$ cat src/inc/lbv_consts.svh
// Constants for the lock and bus voltage fault configuration block.
`ifndef LBV_CONSTS_SVH
`define LBV_CONSTS_SVH

// Register byte addresses.
`define LBV_ADDR_CFG    8'h00
`define LBV_ADDR_STS    8'h04
`define LBV_ADDR_ICLR   8'h08
`define LBV_ADDR_IEN    8'h0c
`define LBV_ADDR_CTRL   8'h10
`define LBV_ADDR_FSTAT  8'h14

// Configuration field positions and reset value.
`define LBV_CFG_RESET     22'h000000
`define LBV_F_THR_HI      21
`define LBV_F_THR_LO      19
`define LBV_F_MODE_HI     18
`define LBV_F_MODE_LO     15
`define LBV_F_DEG_HI      14
`define LBV_F_DEG_LO      12
`define LBV_F_HYS         11
`define LBV_F_UV_HI       10
`define LBV_F_UV_LO       8
`define LBV_F_UV_AUTO     7
`define LBV_F_OV_HI       6
`define LBV_F_OV_LO       4
`define LBV_F_OV_AUTO     3
`define LBV_F_RETRY_HI    2
`define LBV_F_RETRY_LO    0

// Status bit positions.
`define LBV_S_LOCK     0
`define LBV_S_LATCH    1
`define LBV_S_UV       2
`define LBV_S_OV       3

// Response codes.
`define LBV_MODE_AUTO   4'h4
`define LBV_MODE_REPORT 4'h8

// Timing: clock rate, filter step and lock retry interval.
`define LBV_CLK_MHZ        250
`define LBV_DEG_STEP_US    1
`define LBV_DEG_STEP_CYC   (`LBV_DEG_STEP_US * `LBV_CLK_MHZ)
`define LBV_LOCK_RETRY_US  1000
`define LBV_LOCK_RETRY_CYC (`LBV_LOCK_RETRY_US * `LBV_CLK_MHZ)

`endif

$ cat src/inc/lbv_pkg.sv
// Types shared by the lock and bus voltage fault block.
package lbv_pkg;

  typedef struct packed {
    logic        psel;
    logic        penable;
    logic        pwrite;
    logic [7:0]  paddr;
    logic [31:0] pwdata;
  } lbv_apb_req_type;

  typedef struct packed {
    logic [31:0] prdata;
    logic        pready;
    logic        pslverr;
  } lbv_apb_rsp_type;

  typedef struct packed {
    logic tristate;
    logic low_brake;
  } lbv_gate_type;

  typedef struct packed {
    logic [10:0] count;
    logic        out;
  } lbv_deg_state_type;

  typedef struct packed {
    logic fault;
    logic evt;
  } lbv_volt_state_type;

  typedef struct packed {
    logic [21:0] cfg;
    logic [3:0]  sts;
    logic [3:0]  ien;
    logic        lock_fault;
    logic        lock_latched;
    logic        lock_brake;
    logic        lock_seen;
    logic [4:0]  retry_cnt;
    logic [19:0] retry_timer;
  } lbv_top_state_type;

endpackage : lbv_pkg

$ cat src/verilog/lbv_deglitch.sv
// Deglitch filter for the overcurrent lock indication.
`timescale 1ns/1ns
`default_nettype none
`include "lbv_consts.svh"
module lbv_deglitch (
  input  wire logic       pclk,
  input  wire logic       presetn,
  input  wire logic       raw_in,
  input  wire logic [2:0] filter_code,
  output logic            filt_out
);
  import lbv_pkg::*;

  lbv_deg_state_type r_reg;
  lbv_deg_state_type r_next;
  logic [10:0]       limit;

  // The input must stay high for the selected number of microseconds.
  always_comb begin
    limit  = 11'(filter_code * `LBV_DEG_STEP_CYC);
    r_next = r_reg;
    if (!raw_in) begin
      r_next.count = 11'h000;
      r_next.out   = 1'b0;
    end else if (filter_code == 3'h0 || r_reg.count >= limit - 11'h001) begin
      r_next.out = 1'b1;
    end else begin
      r_next.count = r_reg.count + 11'h001;
    end
  end

  // State register.
  always_ff @(posedge pclk or negedge presetn) begin
    if (!presetn) begin
      r_reg <= '0;
    end else begin
      r_reg <= r_next;
    end
  end

  assign filt_out = r_reg.out;
endmodule : lbv_deglitch
`default_nettype wire

$ cat src/verilog/lbv_top.sv
// Lock response and bus voltage fault configuration with APB registers.
`timescale 1ns/1ns
`default_nettype none
`include "lbv_consts.svh"
module lbv_top #(
  parameter int unsigned LOCK_RETRY_CYCLES = `LBV_LOCK_RETRY_CYC
) (
  input  wire logic                     pclk,
  input  wire logic                     presetn,
  input  wire lbv_pkg::lbv_apb_req_type apb_req,
  output lbv_pkg::lbv_apb_rsp_type      apb_rsp,
  input  wire logic                     lock_detect_in,
  input  wire logic [9:0]               bus_volt_dv,
  output logic [7:0]                    no_load_lock_threshold_pml,
  output lbv_pkg::lbv_gate_type         gate_ctrl,
  output logic                          fault_output_pin_n,
  output logic                          irq
);
  import lbv_pkg::*;

  // ==========================================================================
  // Declarations
  lbv_top_state_type r_reg;
  lbv_top_state_type r_next;
  logic [3:0]        overcurrent_lock_response;
  logic [4:0]        retry_limit;
  logic [9:0]        uv_thr_dv;
  logic [9:0]        ov_thr_dv;
  logic [9:0]        uv_hys_dv;
  logic [9:0]        ov_hys_dv;
  logic              lock_filt;
  logic              lock_evt;
  logic              lock_en;
  logic              uv_fault;
  logic              ov_fault;
  logic              uv_evt;
  logic              ov_evt;
  logic              wr;
  logic              sw_clear;
  logic [3:0]        sts_clr;
  logic [31:0]       rdata;
  logic              addr_err;

  // ==========================================================================
  // Field decoding

  // Field views of the configuration register.
  assign overcurrent_lock_response = r_reg.cfg[`LBV_F_MODE_HI:`LBV_F_MODE_LO];

  // No-load threshold in tenths of a percent of the reference current scale.
  always_comb begin
    case (r_reg.cfg[`LBV_F_THR_HI:`LBV_F_THR_LO])
      3'h0:    no_load_lock_threshold_pml = 8'h0a;
      3'h1:    no_load_lock_threshold_pml = 8'h14;
      3'h2:    no_load_lock_threshold_pml = 8'h1e;
      3'h3:    no_load_lock_threshold_pml = 8'h28;
      3'h4:    no_load_lock_threshold_pml = 8'h32;
      3'h5:    no_load_lock_threshold_pml = 8'h4b;
      3'h6:    no_load_lock_threshold_pml = 8'h64;
      default: no_load_lock_threshold_pml = 8'hc8;
    endcase
  end

  // Retry attempt limit, zero meaning unlimited.
  always_comb begin
    case (r_reg.cfg[`LBV_F_RETRY_HI:`LBV_F_RETRY_LO])
      3'h0:    retry_limit = 5'h00;
      3'h1:    retry_limit = 5'h02;
      3'h2:    retry_limit = 5'h03;
      3'h3:    retry_limit = 5'h05;
      3'h4:    retry_limit = 5'h07;
      3'h5:    retry_limit = 5'h0a;
      3'h6:    retry_limit = 5'h0f;
      default: retry_limit = 5'h14;
    endcase
  end

  // Undervoltage threshold in tenths of a volt, zero meaning no limit.
  always_comb begin
    case (r_reg.cfg[`LBV_F_UV_HI:`LBV_F_UV_LO])
      3'h0:    uv_thr_dv = 10'h000;
      3'h1:    uv_thr_dv = 10'h032;
      3'h2:    uv_thr_dv = 10'h03c;
      3'h3:    uv_thr_dv = 10'h046;
      3'h4:    uv_thr_dv = 10'h050;
      3'h5:    uv_thr_dv = 10'h064;
      3'h6:    uv_thr_dv = 10'h078;
      default: uv_thr_dv = 10'h096;
    endcase
  end

  // Overvoltage threshold in tenths of a volt, zero meaning no limit.
  always_comb begin
    case (r_reg.cfg[`LBV_F_OV_HI:`LBV_F_OV_LO])
      3'h0:    ov_thr_dv = 10'h000;
      3'h1:    ov_thr_dv = 10'h064;
      3'h2:    ov_thr_dv = 10'h096;
      3'h3:    ov_thr_dv = 10'h0dc;
      3'h4:    ov_thr_dv = 10'h140;
      3'h5:    ov_thr_dv = 10'h190;
      3'h6:    ov_thr_dv = 10'h1f4;
      default: ov_thr_dv = 10'h258;
    endcase
  end

  // Recovery hysteresis in tenths of a volt.
  assign uv_hys_dv = r_reg.cfg[`LBV_F_HYS] ? 10'h00a : 10'h005;
  assign ov_hys_dv = r_reg.cfg[`LBV_F_HYS] ? 10'h014 : 10'h00a;

  // ==========================================================================
  // Fault detectors

  // Lock indication filter.
  lbv_deglitch u_deglitch (
    .pclk        (pclk),
    .presetn     (presetn),
    .raw_in      (lock_detect_in),
    .filter_code (r_reg.cfg[`LBV_F_DEG_HI:`LBV_F_DEG_LO]),
    .filt_out    (lock_filt)
  );

  // Undervoltage side of the bus window.
  lbv_volt_window #(.OVER(1'b0)) u_uv (
    .pclk         (pclk),
    .presetn      (presetn),
    .volt_dv      (bus_volt_dv),
    .thr_dv       (uv_thr_dv),
    .hys_dv       (uv_hys_dv),
    .auto_recover (r_reg.cfg[`LBV_F_UV_AUTO]),
    .sw_clear     (sw_clear),
    .fault        (uv_fault),
    .fault_evt    (uv_evt)
  );

  // Overvoltage side of the bus window.
  lbv_volt_window #(.OVER(1'b1)) u_ov (
    .pclk         (pclk),
    .presetn      (presetn),
    .volt_dv      (bus_volt_dv),
    .thr_dv       (ov_thr_dv),
    .hys_dv       (ov_hys_dv),
    .auto_recover (r_reg.cfg[`LBV_F_OV_AUTO]),
    .sw_clear     (sw_clear),
    .fault        (ov_fault),
    .fault_evt    (ov_evt)
  );

  // ==========================================================================
  // Bus decode

  // Writes take effect in the access phase; the slave never waits.
  assign wr       = apb_req.psel && apb_req.penable && apb_req.pwrite && !addr_err;
  assign sw_clear = wr && apb_req.paddr == `LBV_ADDR_CTRL && apb_req.pwdata[0];
  assign sts_clr  = (wr && apb_req.paddr == `LBV_ADDR_ICLR) ? apb_req.pwdata[3:0] : 4'h0;

  // Only codes 0 to 8 arm the lock detector.
  assign lock_en  = overcurrent_lock_response <= `LBV_MODE_REPORT;
  assign lock_evt = lock_filt && !r_reg.lock_seen && lock_en;

  // ==========================================================================
  // Next state

  // Register writes, lock response, retry timing and sticky status.
  always_comb begin
    r_next           = r_reg;
    r_next.lock_seen = lock_filt;
    if (wr && apb_req.paddr == `LBV_ADDR_CFG) begin
      r_next.cfg = apb_req.pwdata[21:0];
    end
    if (wr && apb_req.paddr == `LBV_ADDR_IEN) begin
      r_next.ien = apb_req.pwdata[3:0];
    end
    // Software clear drops the lock fault and restarts retry counting.
    if (sw_clear) begin
      r_next.lock_fault   = 1'b0;
      r_next.lock_latched = 1'b0;
      r_next.retry_cnt    = 5'h00;
    end
    // Auto-clear after the retry interval, counting the attempt.
    if (r_reg.lock_fault && !r_reg.lock_latched && !sw_clear) begin
      if (r_reg.retry_timer <= 20'h00001) begin
        r_next.lock_fault = 1'b0;
        if (r_reg.retry_cnt != 5'h1f) begin
          r_next.retry_cnt = r_reg.retry_cnt + 5'h01;
        end
      end else begin
        r_next.retry_timer = r_reg.retry_timer - 20'h00001;
      end
    end
    // A new lock starts a fault unless only reporting is wanted.
    if (lock_evt && overcurrent_lock_response < `LBV_MODE_REPORT && !r_reg.lock_fault) begin
      r_next.lock_fault  = 1'b1;
      r_next.lock_brake  = overcurrent_lock_response[1];
      r_next.retry_timer = 20'(LOCK_RETRY_CYCLES);
      if (overcurrent_lock_response < `LBV_MODE_AUTO) begin
        r_next.lock_latched = 1'b1;
      end else if (retry_limit != 5'h00 && r_next.retry_cnt >= retry_limit) begin
        r_next.lock_latched = 1'b1;
      end
    end
    // Status clear by write, while a same-cycle event still sets.
    r_next.sts                = r_reg.sts & ~sts_clr;
    r_next.sts[`LBV_S_LOCK]  |= lock_evt;
    r_next.sts[`LBV_S_LATCH] |= r_next.lock_latched && !r_reg.lock_latched;
    r_next.sts[`LBV_S_UV]    |= uv_evt;
    r_next.sts[`LBV_S_OV]    |= ov_evt;
  end

  // State register.
  always_ff @(posedge pclk or negedge presetn) begin
    if (!presetn) begin
      r_reg     <= '0;
      r_reg.cfg <= `LBV_CFG_RESET;
    end else begin
      r_reg <= r_next;
    end
  end

  // ==========================================================================
  // Read path and outputs

  // Read data multiplexer; write-only registers read as zero.
  always_comb begin
    rdata    = 32'h00000000;
    addr_err = 1'b0;
    if (apb_req.paddr == `LBV_ADDR_CFG) begin
      rdata = {10'h000, r_reg.cfg};
    end else if (apb_req.paddr == `LBV_ADDR_STS) begin
      rdata = {28'h0000000, r_reg.sts};
    end else if (apb_req.paddr == `LBV_ADDR_IEN) begin
      rdata = {28'h0000000, r_reg.ien};
    end else if (apb_req.paddr == `LBV_ADDR_ICLR || apb_req.paddr == `LBV_ADDR_CTRL) begin
      rdata = 32'h00000000;
    end else if (apb_req.paddr == `LBV_ADDR_FSTAT) begin
      rdata = {23'h000000, r_reg.retry_cnt, r_reg.lock_latched, r_reg.lock_fault, ov_fault, uv_fault};
    end else begin
      addr_err = 1'b1;
    end
  end

  assign apb_rsp.prdata  = rdata;
  assign apb_rsp.pready  = 1'b1;
  assign apb_rsp.pslverr = apb_req.psel && apb_req.penable && addr_err;

  // Gate state: voltage faults tristate, lock faults follow the chosen response.
  assign gate_ctrl.tristate  = uv_fault || ov_fault || (r_reg.lock_fault && !r_reg.lock_brake);
  assign gate_ctrl.low_brake = r_reg.lock_fault && r_reg.lock_brake && !uv_fault && !ov_fault;
  assign fault_output_pin_n  = !(r_reg.lock_fault || uv_fault || ov_fault);
  assign irq                 = |(r_reg.sts & r_reg.ien);
endmodule : lbv_top
`default_nettype wire

$ cat src/verilog/lbv_volt_window.sv
// One side of the bus voltage window with hysteresis recovery.
`timescale 1ns/1ns
`default_nettype none
module lbv_volt_window #(
  parameter bit OVER = 1'b0
) (
  input  wire logic       pclk,
  input  wire logic       presetn,
  input  wire logic [9:0] volt_dv,
  input  wire logic [9:0] thr_dv,
  input  wire logic [9:0] hys_dv,
  input  wire logic       auto_recover,
  input  wire logic       sw_clear,
  output logic            fault,
  output logic            fault_evt
);
  import lbv_pkg::*;

  lbv_volt_state_type r_reg;
  lbv_volt_state_type r_next;
  logic               bad;
  logic               good;

  // A zero threshold means no limit; auto recovery needs the hysteresis margin.
  always_comb begin
    r_next = r_reg;
    if (OVER) begin
      bad  = thr_dv != 10'h000 && volt_dv > thr_dv;
      good = thr_dv == 10'h000 || volt_dv < thr_dv - hys_dv;
    end else begin
      bad  = thr_dv != 10'h000 && volt_dv < thr_dv;
      good = thr_dv == 10'h000 || volt_dv > thr_dv + hys_dv;
    end
    r_next.evt = bad && !r_reg.fault;
    if (bad) begin
      r_next.fault = 1'b1;
    end else if (auto_recover && good) begin
      r_next.fault = 1'b0;
    end else if (!auto_recover && sw_clear) begin
      r_next.fault = 1'b0;
    end
  end

  // State register.
  always_ff @(posedge pclk or negedge presetn) begin
    if (!presetn) begin
      r_reg <= '0;
    end else begin
      r_reg <= r_next;
    end
  end

  assign fault     = r_reg.fault;
  assign fault_evt = r_reg.evt;
endmodule : lbv_volt_window
`default_nettype wire
$ cat config.mk
export PLATFORM = sky130hd
export DESIGN_NAME = lbv_top
export DESIGN_NICKNAME = d
export VERILOG_FILES = /design/src/inc/lbv_pkg.sv /design/src/verilog/lbv_deglitch.sv /design/src/verilog/lbv_top.sv /design/src/verilog/lbv_volt_window.sv
export VERILOG_INCLUDE_DIRS = /design/src /design/src/inc
export SDC_FILE = /design/constraint.sdc
export NUM_CORES = 1
export LEC_CHECK = 0
export BUFFER_PORTS_ARGS = -buffer_cell sky130_fd_sc_hd__buf_2
export CELL_PAD_IN_SITES_DETAIL_PLACEMENT = 1
export CELL_PAD_IN_SITES_GLOBAL_PLACEMENT = 1
export CORE_MARGIN = 2
export CORE_UTILIZATION = 35
export CTS_CLUSTER_DIAMETER = 120
export CTS_CLUSTER_SIZE = 14
export DETAILED_ROUTE_END_ITERATION = 7
export PLACE_DENSITY = 0.78
export SLEW_MARGIN = 15
export SYNTH_ARGS = -nofsm -noshare
export SYNTH_HDL_FRONTEND = slang
export SYNTH_HIERARCHICAL = 1
export SYNTH_SLANG_ARGS = --single-unit
$ cat constraint.sdc
create_clock -name pclk -period 11.4 [get_ports pclk]
set_input_delay 0 -clock pclk [delete_from_list [all_inputs] [get_ports pclk]]
set_output_delay 0 -clock pclk [all_outputs]
set_load 0.01 [all_outputs]
==> metrics.cfg <==
[status]
status = complete, no violations

[placed_design]
hpwlAfterDp_mm = 13.77
placed_area_sq_mm = 0.007405
place.gp.congestion = 0.8160
io_buffers = 80

[worst_setup_path]
crit_buf_inv = 2
cp_top_family = adder cells
worstPathRequired_ns = 11.67
slowest_stage = or4_1
r2r_start = r_reg[49]$_DFFE_PN0P_
worstSetupPathType = reg -> reg
path_cells = inv_1 -> ha_1 -> ha_1 -> fa_1 -> inv_1 -> fa_1 -> nand4_1 -> xnor2_1 -> ha_1 -> a21o_1 -> a21oi_1 -> o21ai_1 -> or4_1 -> a21oi_1
cp-end-kind = flip-flop
crit_arrival_ns = 4.64
startpoint_type = flip-flop
critPathMaxFanout = 12
slowest_delay_ns = 0.56
critPathLaunch = r_reg[49]$_DFFE_PN0P_
cpMostUsedCell = ha_1

[route]
wl_met2_mm = 8.498
dr_wl_met3_microns = 886
drt-vias-per-instance = 5.276
wl_mm = 18.45
route.vias.total = 5957
routed.top_layer = met4
drt_iter0_drc = 242
dr.pass1.iters = 4
wire_per_inst_microns = 16.34
detail-route-antenna-nets = 0
drc = 0
met1_length_mm = 8.833

[power]
switchingPower_mw = 0.1931
p_sw_frac = 0.2605
peakVddDrop_v = 0.00007816
pwr-share-comb = 0.164
seqPwrFrac = 0.383
power_frac_clock = 0.453
p_per_area_mw_per_mm2 = 92.79
power.internal_mw = 0.5481
p_leak_nw = 3.702

[cts]
cts_sinks = 75
h-tree-depth = 3
post_cts_buffers = 0
clk_pin_slew_ns = 0.06
cts_tree = yes
numCtsBuffers = 9
clockBufferDepth = 2
clock-root-buffer = clkbuf_16
clock_latency_ns = 0.34

[floorplanning]
fp.dieArea_sq_mm = 0.02039
num_io_pins = 102
die_y_microns = 142.8
rows = 50
fp.coreArea_sq_mm = 0.01883
dieWidth_microns = 142.8
start_util = 0.3580

[layout]
largest_reg_flops = 55
stdcell_area_sq_mm = 0.007989
drive_gt1_frac = 0.1703
final_common_cell = ha_1
antenna_cells = 0
area_growth_pct = 18.50
fill_cells = 2233
most-common-layout-cells = 87 x ha_1, 79 x buf_2, 75 x dfrtp_1
fin_nets = 1013

[global_route]
overflow = 0
grt_max_degree = 76
grt_pass1_vias = 6109
antenna_found_initial = 0
grt_pass1_wl_mm = 30.73
grtUsageTotal = 0.1892

[sta]
whs_ns = 0.2156
setup_viol = 0
tightest_slew_ns = 1.075
timing.final.crit_share = 0.3838
fmax_ghz = 0.2285
finalHoldViolCount = 0
clock_skew_ns = 0.005722
fin_tns_setup_ns = 0
post-route-min-period_ns = 4.376
slew_violations = 0
slew_headroom = 0.2795
grt_setup_unrepaired = no

[worst_hold_path]
hold_path.class = in -> reg
worst_hold_startpoint = bus_volt_dv[9]

[synthesis]
yosys_warnings = 6
ys_ff_latch = 75
ys_types = 74
synthFlopType = dfrtp_1
ys_async_sr_fraction = 1.000
synth_area_sq_mm = 0.006741
syn_avg_cell_area_sq_um = 8.989
synth_edf_count = 0
seq_area_frac_synth = 0.2784
synthCells = 750

[flow_run]
drv_cap = 0

[cell type report]
class	instances	area [sq um]	share of cell area
clock buffer	12	246.5	0.03085
sequential	75	1877	0.2349
clock inverter	4	97.59	0.01222
multi-input combinational	612	4559	0.5707
timing repair buffer	106	658.1	0.08238
inverter	60	225.2	0.02819
tap	260	325.3	0.04072
[through the flow]
| step | util | setup slack, ns | instances | power (mW) |
|---|---|---|---|---|
| after floorplan | - | 7.557 | 783 | 0.3663 |
| after global placement | 0.3932 | 7.120 | 1089 | 0.3980 |
| after detailed placement | 0.3932 | 7.057 | 1089 | 0.4022 |
| after CTS | 0.4243 | 7.030 | 1129 | 0.7472 |
| after global routing | 0.4243 | 6.586 | 1129 | 0.7777 |
| final | 0.4243 | 7.024 | 1129 | 0.7413 |
[Yosys cell counts (4+ instances only)]
cell type / count / area (sq um)
a21o_1: 11 / 82.58
o31ai_1: 12 / 90.09
inv_1: 59 / 221.5
a22o_1: 5 / 43.79
a21oi_1: 43 / 215.2
nor2b_1: 10 / 62.56
fa_1: 6 / 120.1
o211ai_1: 8 / 60.06
clkbuf_1: 15 / 56.30
nor3_1: 18 / 90.09
o21ai_1: 5 / 25.02
o21a_1: 4 / 30.03
a22oi_1: 6 / 45.04
xor2_1: 21 / 183.9
o21ai_0: 31 / 155.2
mux2i_1: 10 / 100.1
nand2b_1: 8 / 50.05
or3_1: 12 / 75.07
buf_2: 4 / 20.02
xnor2_1: 16 / 140.1
nor4_1: 11 / 68.82
nor4_2: 5 / 62.56
a211oi_1: 4 / 30.03
o41ai_1: 4 / 35.03
nand3_1: 20 / 100.1
or4_1: 13 / 97.59
and3_1: 11 / 68.82
nor2_1: 43 / 161.4
and2_1: 14 / 87.58
mux2_2: 30 / 337.8
ha_1: 87 / 1089
nand4_1: 13 / 81.33
buf_4: 13 / 97.59
dfrtp_1: 75 / 1877
nand2_1: 43 / 161.4
[worst min-delay path, cell delays in order]
cell and delay (ns):
buf_2 0.16, ha_1 0.17, o41ai_1 0.13, o21ai_2 0.07
[timing repair]
item	CTS	global route
gates resized for setup	0	0
hold buffers	24	0
hold endpoints to repair	107	0
[power groups by stage]
stage / Sequential [mW] / Combinational (mW) / Clock [mW]
2_1_floorplan: 0.285 / 0.0814 / 0
3_3_place_gp: 0.288 / 0.110 / 0
3_5_place_dp: 0.288 / 0.114 / 0
4_1_cts: 0.284 / 0.121 / 0.342
5_1_grt: 0.285 / 0.140 / 0.353
6_report: 0.284 / 0.122 / 0.336
[kinds of logic after synthesis]
group / Yosys count / share of synthesized area
xor gates and xnor gates: 37 / 0.04807
other: 2 / 0.001114
DFF: 75 / 0.2784
AOI/OAI and AO/OA: 166 / 0.1650
buffers and inverters: 96 / 0.06366
muxes: 40 / 0.06496
adders and majority gates: 93 / 0.1793
and+or+nand+nor: 241 / 0.1995
[path summary, 6_finish.rpt]
kind,endpoint,slack [ns],cells past startpoint
setup / recovery,u_deglitch/r_reg[9]$_DFFE_PN0P_,7.02,14
hold / removal,u_ov/fault$_DFFE_PN0P_,0.22,4
setup reg to reg,u_deglitch/r_reg[9]$_DFFE_PN0P_,7.02,14
hold reg to reg,r_reg[25]$_DFF_PN0_,0.44,0
max in group asynchronous,r_reg[44]$_DFFE_PN0P_,10.38,2
min in group asynchronous,r_reg[14]$_DFFE_PN0P_,0.35,2
[per-layer routing]
metal,global-route usage,vias to the layer above
met1,0.2521,2916
met2,0.3155,106
met3,0.04091,17
met5,0,-
li1,-,2918
met4,0.04169,0
Note: power is estimated with default switching activity, not from simulation.
